`src/verilog/aes_pkg.sv`:
```
/*
  Constants for the accelerometer event status and mode block:
  register offsets, field positions, reset values and timing.
  Assumes an 8-bit register address and data path from the serial slave.
*/
package aes_pkg;
  localparam int ADDR_W = 8;
  localparam int DATA_W = 8;
  localparam int TAPS = 6;

  // Register offsets
  localparam logic [7:0] OFS_EVENT_FLAGS = 8'h03;
  localparam logic [7:0] OFS_DEVICE_CONDITION = 8'h04;
  localparam logic [7:0] OFS_INTERRUPT_ENABLES = 8'h06;
  localparam logic [7:0] OFS_OPERATING_CONTROL = 8'h07;
  localparam logic [7:0] OFS_RATE_TAP_FEATURE = 8'h08;
  localparam logic [7:0] OFS_KNOCK_CONTROL = 8'h09;

  // Reset values
  localparam logic [7:0] RST_BYTE = 8'h00;

  // Event flag layout
  localparam int BIT_SAMPLE_READY = 7;
  localparam logic [7:0] TAP_MASK = 8'h3F;
  localparam logic [7:0] EVENT_MASK = 8'hBF;

  // Device condition layout
  localparam int BIT_FUSE_BUSY = 7;
  localparam int BIT_STALL_FLAG = 4;
  localparam logic [1:0] STATE_STANDBY = 2'h0;
  localparam logic [1:0] STATE_WAKE = 2'h1;

  // Operating control layout
  localparam int BIT_LOW_STALL_EN = 4;
  localparam int BIT_HIGH_STALL_EN = 5;
  localparam int BIT_PUSH_PULL = 6;
  localparam int BIT_ACTIVE_HIGH = 7;
  localparam logic [7:0] CTRL_WMASK = 8'hF3;

  // Rate/tap feature and knock control layout
  localparam int BIT_FIRST_TAP_LATCH = 7;
  localparam int BIT_KNOCK_MASTER = 7;

  // Clock and stall timeout
  localparam int CLK_HZ = 50_000_000;
  localparam int STALL_TIMEOUT_US = 25_000;
  localparam int STALL_CYCLES = STALL_TIMEOUT_US * (CLK_HZ / 1_000_000);
  localparam int STALL_CNT_W = 24;

  typedef enum logic [1:0] {
    AES_STANDBY = 2'b01,
    AES_WAKE = 2'b10
  } aes_state_t;
endpackage

```
`src/verilog/aes_event_status.sv`:
```
/*
  Event status, interrupt enables and operating mode of the accelerometer.
  Assumes the serial slave presents single-cycle register read and write
  strobes with an address, and holds xfer_busy high for a whole transfer.
  Tap and sample events arrive as one-cycle pulses on this clock.
*/
// Functional notes
// - Tap flag sets only if its enable set
// - Reading event flags clears and rearms them
// - Sample bit 7, reserved 6, taps 5..0
// - Sample flag always set, never suppressed
// - State field: 00 standby, 01 wake
// - Stall timeout resets slave, sets flag
// - Bit 7 shows fuse memory busy
// - Enables touch only the interrupt pin
// - Enabled tap drives pin; needs detect enable
// - Sample interrupt enable bit 7, default off
// - Control writable in standby and wake
// - Control field: 00 standby, 01 wake
// - Bit 4 enables low clock stall watchdog
// - Bit 5 enables high clock stall watchdog
// - Bit 6 selects push-pull, else open drain
// - Bit 7 selects active high, else low
// - No event flag set during a transfer
// - First-tap latch ignores taps until read
// - Master tap enable off disables all taps
`timescale 1ns/1ps
module aes_event_status #(
  parameter int STALL_LIMIT = aes_pkg::STALL_CYCLES
) (
  input wire logic clk, // 50 MHz sample clock
  input wire logic sys_rst, // Synchronous reset, high
  input wire logic [aes_pkg::ADDR_W-1:0] reg_addr, // Register address
  input wire logic reg_wr, // Write strobe
  input wire logic reg_rd, // Read strobe
  input wire logic [aes_pkg::DATA_W-1:0] reg_wdata, // Write data
  input wire logic xfer_busy, // Serial transfer in progress
  input wire logic scl_pin, // Serial clock pin, async
  input wire logic fuse_busy_pin, // Fuse memory activity, async
  input wire logic sample_ready, // New sample pulse
  input wire logic [aes_pkg::TAPS-1:0] knock_detect, // Tap pulses
  output logic [aes_pkg::DATA_W-1:0] reg_rdata, // Read data
  output logic bus_stall_reset, // Slave to idle pulse
  output logic sampling_en, // Sampling active
  output logic accel_irq_pin_o, // Interrupt pin level
  output logic accel_irq_pin_oe // Interrupt pin drive enable
);
  import aes_pkg::*;

  logic [7:0] flags_reg;
  logic [7:0] flags_next;
  logic [7:0] pend_reg;
  logic [7:0] pend_next;
  logic [7:0] irq_en_reg;
  logic [7:0] ctrl_reg;
  logic [7:0] feat_reg;
  logic [7:0] knock_reg;
  logic stall_flag_reg;
  logic [STALL_CNT_W-1:0] stall_cnt_reg;
  logic [1:0] scl_sync_reg;
  logic scl_prev_reg;
  logic [1:0] fuse_sync_reg;
  logic [7:0] rdata_reg;
  logic stall_rst_reg;
  logic irq_o_reg;
  logic irq_oe_reg;
  aes_state_t state_reg;
  logic [7:0] taps_ok;
  logic [7:0] taps_take;
  logic rd_flags;
  logic rd_cond;
  logic stall_hit;
  logic stall_level;
  logic irq_active;
  logic [7:0] cond_byte;

  // Lowest set bit of a byte
  function automatic logic [7:0] lowest_bit(input logic [7:0] v);
    lowest_bit = v & (~v + 8'h01);
  endfunction

  function automatic logic is_addr(input logic [7:0] a,
                                   input logic [7:0] ofs);
    is_addr = (a == ofs);
  endfunction

  // Pin synchronisers
  always_ff @(posedge clk) begin
    if (sys_rst) begin
      scl_sync_reg <= 2'b11;
      scl_prev_reg <= 1'b1;
      fuse_sync_reg <= 2'b00;
    end else begin
      scl_sync_reg <= {scl_sync_reg[0], scl_pin};
      scl_prev_reg <= scl_sync_reg[1];
      fuse_sync_reg <= {fuse_sync_reg[0], fuse_busy_pin};
    end
  end

  assign rd_flags = reg_rd && is_addr(reg_addr, OFS_EVENT_FLAGS);
  assign rd_cond = reg_rd && is_addr(reg_addr, OFS_DEVICE_CONDITION);

  // Tap qualification and first-tap latch
  always_comb begin
    taps_ok = {2'b00, knock_detect} & knock_reg & TAP_MASK;
    if (!knock_reg[BIT_KNOCK_MASTER]) begin
      taps_ok = RST_BYTE;
    end
    taps_take = taps_ok;
    if (feat_reg[BIT_FIRST_TAP_LATCH]) begin
      if (((flags_reg | pend_reg) & TAP_MASK) != RST_BYTE) begin
        taps_take = RST_BYTE;
      end else begin
        taps_take = lowest_bit(taps_ok);
      end
    end
  end

  // Pending events gather while a transfer runs
  always_comb begin
    pend_next = pend_reg | taps_take;
    if (sample_ready) begin
      pend_next[BIT_SAMPLE_READY] = 1'b1;
    end
    flags_next = flags_reg;
    if (rd_flags) begin
      flags_next = RST_BYTE;
    end
    if (!xfer_busy) begin
      flags_next = (flags_next | pend_next) & EVENT_MASK;
      pend_next = RST_BYTE;
    end
  end

  always_ff @(posedge clk) begin
    if (sys_rst) begin
      flags_reg <= RST_BYTE;
      pend_reg <= RST_BYTE;
    end else begin
      flags_reg <= flags_next;
      pend_reg <= pend_next;
    end
  end

  // Register writes, accepted in either state
  always_ff @(posedge clk) begin
    if (sys_rst) begin
      irq_en_reg <= RST_BYTE;
      ctrl_reg <= RST_BYTE;
      feat_reg <= RST_BYTE;
      knock_reg <= RST_BYTE;
    end else if (reg_wr) begin
      if (is_addr(reg_addr, OFS_INTERRUPT_ENABLES)) begin
        irq_en_reg <= reg_wdata & EVENT_MASK;
      end
      if (is_addr(reg_addr, OFS_OPERATING_CONTROL)) begin
        ctrl_reg <= reg_wdata & CTRL_WMASK;
      end
      if (is_addr(reg_addr, OFS_RATE_TAP_FEATURE)) begin
        feat_reg <= reg_wdata;
      end
      if (is_addr(reg_addr, OFS_KNOCK_CONTROL)) begin
        knock_reg <= reg_wdata;
      end
    end
  end

  // Operating state follows the control field
  always_ff @(posedge clk) begin
    if (sys_rst) begin
      state_reg <= AES_STANDBY;
      sampling_en <= 1'b0;
    end else begin
      unique case (ctrl_reg[1:0])
        STATE_WAKE: begin
          state_reg <= AES_WAKE;
          sampling_en <= 1'b1;
        end
        default: begin
          state_reg <= AES_STANDBY;
          sampling_en <= 1'b0;
        end
      endcase
    end
  end

  // Serial clock stall watchdog
  always_comb begin
    stall_level = 1'b0;
    if (scl_sync_reg[1]) begin
      stall_level = ctrl_reg[BIT_HIGH_STALL_EN];
    end else begin
      stall_level = ctrl_reg[BIT_LOW_STALL_EN];
    end
  end

  assign stall_hit = xfer_busy && stall_level &&
    (stall_cnt_reg == STALL_CNT_W'(STALL_LIMIT - 1));

  always_ff @(posedge clk) begin
    if (sys_rst) begin
      stall_cnt_reg <= '0;
      stall_rst_reg <= 1'b0;
      stall_flag_reg <= 1'b0;
    end else begin
      stall_rst_reg <= stall_hit;
      if (!xfer_busy || !stall_level || stall_hit ||
          (scl_sync_reg[1] != scl_prev_reg)) begin
        stall_cnt_reg <= '0;
      end else begin
        stall_cnt_reg <= stall_cnt_reg + 1'b1;
      end
      if (stall_hit) begin
        stall_flag_reg <= 1'b1;
      end else if (rd_cond) begin
        stall_flag_reg <= 1'b0;
      end
    end
  end

  always_comb begin
    cond_byte = RST_BYTE;
    cond_byte[BIT_FUSE_BUSY] = fuse_sync_reg[1];
    cond_byte[BIT_STALL_FLAG] = stall_flag_reg;
    cond_byte[1:0] = (state_reg == AES_WAKE) ? STATE_WAKE
                                             : STATE_STANDBY;
  end

  // Read data
  always_ff @(posedge clk) begin
    if (sys_rst) begin
      rdata_reg <= RST_BYTE;
    end else if (reg_rd) begin
      unique case (reg_addr)
        OFS_EVENT_FLAGS: rdata_reg <= flags_reg;
        OFS_DEVICE_CONDITION: rdata_reg <= cond_byte;
        OFS_INTERRUPT_ENABLES: rdata_reg <= irq_en_reg;
        OFS_OPERATING_CONTROL: rdata_reg <= ctrl_reg;
        OFS_RATE_TAP_FEATURE: rdata_reg <= feat_reg;
        OFS_KNOCK_CONTROL: rdata_reg <= knock_reg;
        default: rdata_reg <= RST_BYTE;
      endcase
    end
  end

  // Interrupt pin, enables gate only the pin
  assign irq_active = (flags_reg & irq_en_reg) != RST_BYTE;

  always_ff @(posedge clk) begin
    if (sys_rst) begin
      irq_o_reg <= 1'b0;
      irq_oe_reg <= 1'b0;
    end else if (ctrl_reg[BIT_PUSH_PULL]) begin
      irq_o_reg <= irq_active ~^ ctrl_reg[BIT_ACTIVE_HIGH];
      irq_oe_reg <= 1'b1;
    end else begin
      irq_o_reg <= 1'b0;
      irq_oe_reg <= irq_active ~^ !ctrl_reg[BIT_ACTIVE_HIGH];
    end
  end

  assign reg_rdata = rdata_reg;
  assign bus_stall_reset = stall_rst_reg;
  assign accel_irq_pin_o = irq_o_reg;
  assign accel_irq_pin_oe = irq_oe_reg;

  property p_tap_gate;
    @(posedge clk) disable iff (sys_rst)
      !knock_reg[BIT_KNOCK_MASTER] |=>
        ((pend_reg & ~$past(pend_reg) & TAP_MASK) == RST_BYTE);
  endproperty
  a_tap_gate: assert property (p_tap_gate)
    else $error("tap latched while taps disabled");

  property p_read_clear;
    @(posedge clk) disable iff (sys_rst)
      rd_flags && xfer_busy |=> flags_reg == RST_BYTE;
  endproperty
  a_read_clear: assert property (p_read_clear)
    else $error("event read did not clear flags");

  property p_sample_always;
    @(posedge clk) disable iff (sys_rst)
      sample_ready && !rd_flags |=>
        (pend_reg[BIT_SAMPLE_READY] || flags_reg[BIT_SAMPLE_READY]);
  endproperty
  a_sample_always: assert property (p_sample_always)
    else $error("sample event lost");

  property p_defer;
    @(posedge clk) disable iff (sys_rst)
      xfer_busy && !rd_flags |=> flags_reg == $past(flags_reg);
  endproperty
  a_defer: assert property (p_defer)
    else $error("flags changed during transfer");

  property p_state;
    @(posedge clk) disable iff (sys_rst)
      ctrl_reg[1:0] == STATE_WAKE |=> sampling_en ##1 sampling_en
        or ctrl_reg[1:0] != STATE_WAKE;
  endproperty
  a_state: assert property (p_state)
    else $error("state does not follow control");

  property p_stall;
    @(posedge clk) disable iff (sys_rst)
      stall_hit |=> bus_stall_reset && stall_flag_reg ##1 !bus_stall_reset;
  endproperty
  a_stall: assert property (p_stall)
    else $error("stall timeout not reported");

  property p_irq_hold;
    @(posedge clk) disable iff (sys_rst)
      irq_active && ctrl_reg[BIT_PUSH_PULL] && $stable(ctrl_reg) |=>
        accel_irq_pin_oe &&
        accel_irq_pin_o == $past(ctrl_reg[BIT_ACTIVE_HIGH]);
  endproperty
  a_irq_hold: assert property (p_irq_hold)
    else $error("interrupt pin not asserted");

  property p_open_drain;
    @(posedge clk) disable iff (sys_rst)
      !ctrl_reg[BIT_PUSH_PULL] |=> !accel_irq_pin_o;
  endproperty
  a_open_drain: assert property (p_open_drain)
    else $error("open drain pin driven high");

  property p_first_tap;
    @(posedge clk) disable iff (sys_rst)
      feat_reg[BIT_FIRST_TAP_LATCH] && !rd_flags &&
      ((flags_reg & TAP_MASK) != RST_BYTE) |=>
        (flags_reg & TAP_MASK) == ($past(flags_reg) & TAP_MASK);
  endproperty
  a_first_tap: assert property (p_first_tap)
    else $error("later tap latched in first-tap mode");

  property p_fuse;
    @(posedge clk) disable iff (sys_rst)
      rd_cond |=> reg_rdata[BIT_FUSE_BUSY] == $past(fuse_sync_reg[1]);
  endproperty
  a_fuse: assert property (p_fuse)
    else $error("fuse busy bit not reported");
endmodule

```
`config.mk`:
```
export PLATFORM = sky130hd
export DESIGN_NAME = aes_event_status
export DESIGN_NICKNAME = d
export VERILOG_FILES = /design/src/verilog/aes_pkg.sv /design/src/verilog/aes_event_status.sv
export SDC_FILE = /design/constraint.sdc
export NUM_CORES = 1
export LEC_CHECK = 0
export ABC_AREA = 1
export BUFFER_PORTS_ARGS = -buffer_cell sky130_fd_sc_hd__buf_2
export CORE_MARGIN = 4
export CORE_UTILIZATION = 25
export DETAILED_ROUTE_END_ITERATION = 6
export GPL_TIMING_DRIVEN = 0
export HOLD_SLACK_MARGIN = 0.05
export SLEW_MARGIN = 10
export SYNTH_ARGS = -nofsm -noshare
export SYNTH_HDL_FRONTEND = slang
export SYNTH_SLANG_ARGS = --single-unit
```
`constraint.sdc`:
```
create_clock -name clk -period 3 [get_ports clk]
set_input_delay 0.3 -clock clk [delete_from_list [all_inputs] [get_ports clk]]
set_output_delay 0.3 -clock clk [all_outputs]
set_load 0.03 [all_outputs]
```
==> reports/summary.txt <==
status - finished clean
crit-path max cell delay - 0.36 ns
initial antenna violation count - 0
met3 routed WL - 549 µm
via count - 3,794
total wire length - 10,900 µm
antenna fix cells - 0
GRT Total Usage - 12.3%
worst hold start - fuse_busy_pin
Setup Buffers After CTS - 0
Crit Path Category - flop to flop
setup TNS - 0 ns
Detailed Place HPWL - 8280 µm
Routed met1 length - 5170 µm
worst-path fanout max - 10
total die area - 0.0183 mm²
# DRC - 0
RR Endpoint - stall_cnt_reg[13]
Synth Flop Type - dfxtp_1
drt pass-1 iters - 5
Final Skew - 0.0104 ns
Die Ht - 135 µm
Finish-stage setup viols - 0
buffer depth of the longest clock path - 2
CP Capture Type - flop
hold-critical path depth - 3
Post-synth EDFFs - 0
CTS Hold Bufs - 0
delay-heaviest family, CP - simple AND/OR/NAND/NOR gates
Final period util - 57.8%
max cap viols - 0
largest net degree at the start of global routing - 14
Final Slew Violations - 0
Yosys reg bits - 87
mapped cell area - 0.00405 mm²
die width - 135 µm
TritonCTS clock tree - done
Worst Setup SP - stall_cnt_reg[0]
Buffers on Ports - 38
minimum clock period - 1.74 ns
sequential-to-total area share from yosys stat - 43.0%
vias in the first global route - 3,532
Mean Syn Cell Area - 7.10 µm²
crit path cell chain - ha_1, nand4_1, nor3_1, nand2_1, nand2_1, buf_4, nor3_1
Gate Count Post-Synth - 571
ys async rst share - 0%
most frequent cells in the layout - 109 x nand2_1, 87 x dfxtp_1, 70 x inv_1
clock buffer count from CTS - 9
Design Power - 0.00233 W
core area - 0.0159 mm²
Avg WL per Cell - 12.9 µm
share of the synthesized area in the top cell type - 43.0%
layout net count - 651
Worst R2R Setup Slack - 1.26 ns
Initial Util - 25.5%
pwr/cell area - 485 mW/mm²
leading post-synthesis cells by cell area - dfxtp_1 43%, nand2_1 10%, nand3_1 7.2%
layout cells sized above 1 - 13.8%
I/O Pins - 42
routed wl met2 - 4840 µm
Reg-to-Reg Start - stall_cnt_reg[0]
VDD IR max - 0.307 mV
leading area contributor after synthesis - dfxtp_1
fin util - 30.2%
Routed Antenna Nets - 0
H-tree depth - 3
post-cts sizing count - 0
CTS sink count - 87
root cell of the clock tree - clkbuf_16
row count - 46
Syn-to-layout area delta - 18.2%
Crit path arrival time - 1.95 ns
slowest stage cell, crit path - dfxtp_1
Remaining Overflow, GRT - 0
RePlAce Congestion - 0.872
DR vias/cell - 4.51
Highest Signal Layer - met4
most common cell after layout, fill and taps aside - nand2_1
Mapped Nets - 602
Reg clk slew, reported paths - 0.06 ns
first-pass GRT wire length - 17,700 µm
Yosys warnings - 0
CP startpoint kind - flop
min-delay worst type - input pin to flop
hold path endpoint - fuse_sync_reg[0]
Starting DRT DRC Count - 228
Largest register FFs - 24
P_leak - 1.88 nW
RSZ-0062 raised after global routing - no
Worst Tran Pin Value - 0.567 ns
Worst Path Buf+Inv - 1
Critical Path RT - 3.22 ns
Worst Reg2Reg Path Length in Cells - 7
Worst-Skew Late Latency - 0.35 ns
Max Fclk - 0.576 GHz
cell count along the critical path - 7
Distinct cells, synth - 37
Rel. slew slack - 61.9%
final hold vios - 0
FILL cells - 1,783
-- Yosys cell counts, types with 3 or more instances --
| library cell | instances |
|---|---|
| nor3_1 | 15 |
| buf_4 | 4 |
| dfxtp_1 | 87 |
| nand2_1 | 109 |
| nor2_2 | 3 |
| nand4_1 | 12 |
| or2_2 | 4 |
| nand3_1 | 58 |
| inv_1 | 70 |
| a21oi_1 | 53 |
| nand2_2 | 4 |
| o21ai_0 | 36 |
| o211ai_1 | 6 |
| inv_2 | 4 |
| nor2_1 | 64 |
| xor2_1 | 7 |
| clkbuf_1 | 5 |
| buf_2 | 4 |
| nor3_4 | 4 |
-- stage by stage --
stage	hold WS, ns	setup slack (ns)	area (µm²)	cells
final	0.163	1.26	4790	841
after global routing	0.177	1.05	4790	841
after CTS	0.164	1.25	4790	841
after detailed placement	0.395	1.18	4510	825
after global placement	0.392	1.20	4510	825
after floorplan	0.388	1.54	4050	571
-- how the worst max path moves through the flow --
stage	endpoint	slack (ns)
4_1_cts	stall_cnt_reg[20]	1.25
3_5_place_dp	feat_reg[7]	1.18
2_1_floorplan	stall_cnt_reg[22]	1.54
5_1_grt	stall_cnt_reg[13]	1.05
6_report	stall_cnt_reg[13]	1.26
3_3_place_gp	stall_cnt_reg[15]	1.20
-- metal layers --
| metal | GRT usage (%) | up-vias |
|---|---|---|
| met4 | 5.04 | 0 |
| met5 | 0 | - |
| met2 | 18.9 | 87 |
| met1 | 15.7 | 1713 |
| met3 | 4.09 | 28 |
| li1 | - | 1966 |
-- report_power, final --
| part | internal, W | leakage (nW) | switching, W |
|---|---|---|---|
| combinational | 0.0000301 | 1.04 | 0.0000708 |
| clock | 0.000604 | 0.136 | 0.000454 |
| sequential | 0.00116 | 0.703 | 0.00000381 |
| total | 0.00180 | 1.88 | 0.000529 |
-- cell families (layout without fill, tap and decap cells) --
family / count (synthesis) / after routing / synth area share [%]
DFF: 87 / 87 / 43.0
xor gates and xnor gates: 9 / 9 / 1.94
AOI/OAI and AO/OA: 100 / 100 / 13.0
buffers and inverters: 91 / 145 / 9.29
adders and majority gates: 1 / 1 / 0.309
and+or+nand+nor: 283 / 283 / 32.5
-- layout make-up --
type / count / area, µm² / area share, %
multi-input cells: 393 / 1940 / 40.4
flip-flops and latches: 87 / 1740 / 36.3
inverters: 75 / 282 / 5.87
well taps: 216 / 270 / 5.64
clock buffers: 13 / 260 / 5.43
repair buffers: 38 / 190 / 3.97
plain buffers: 16 / 95.1 / 1.98
clock inverters: 3 / 17.5 / 0.366
-- worst min-delay path: cells and delay by family --
family                 cells  cell delay (ns)
and+or+nand+nor            1             0.06
buffers and inverters      2             0.11
Note: power is estimated with default switching activity, not from simulation.
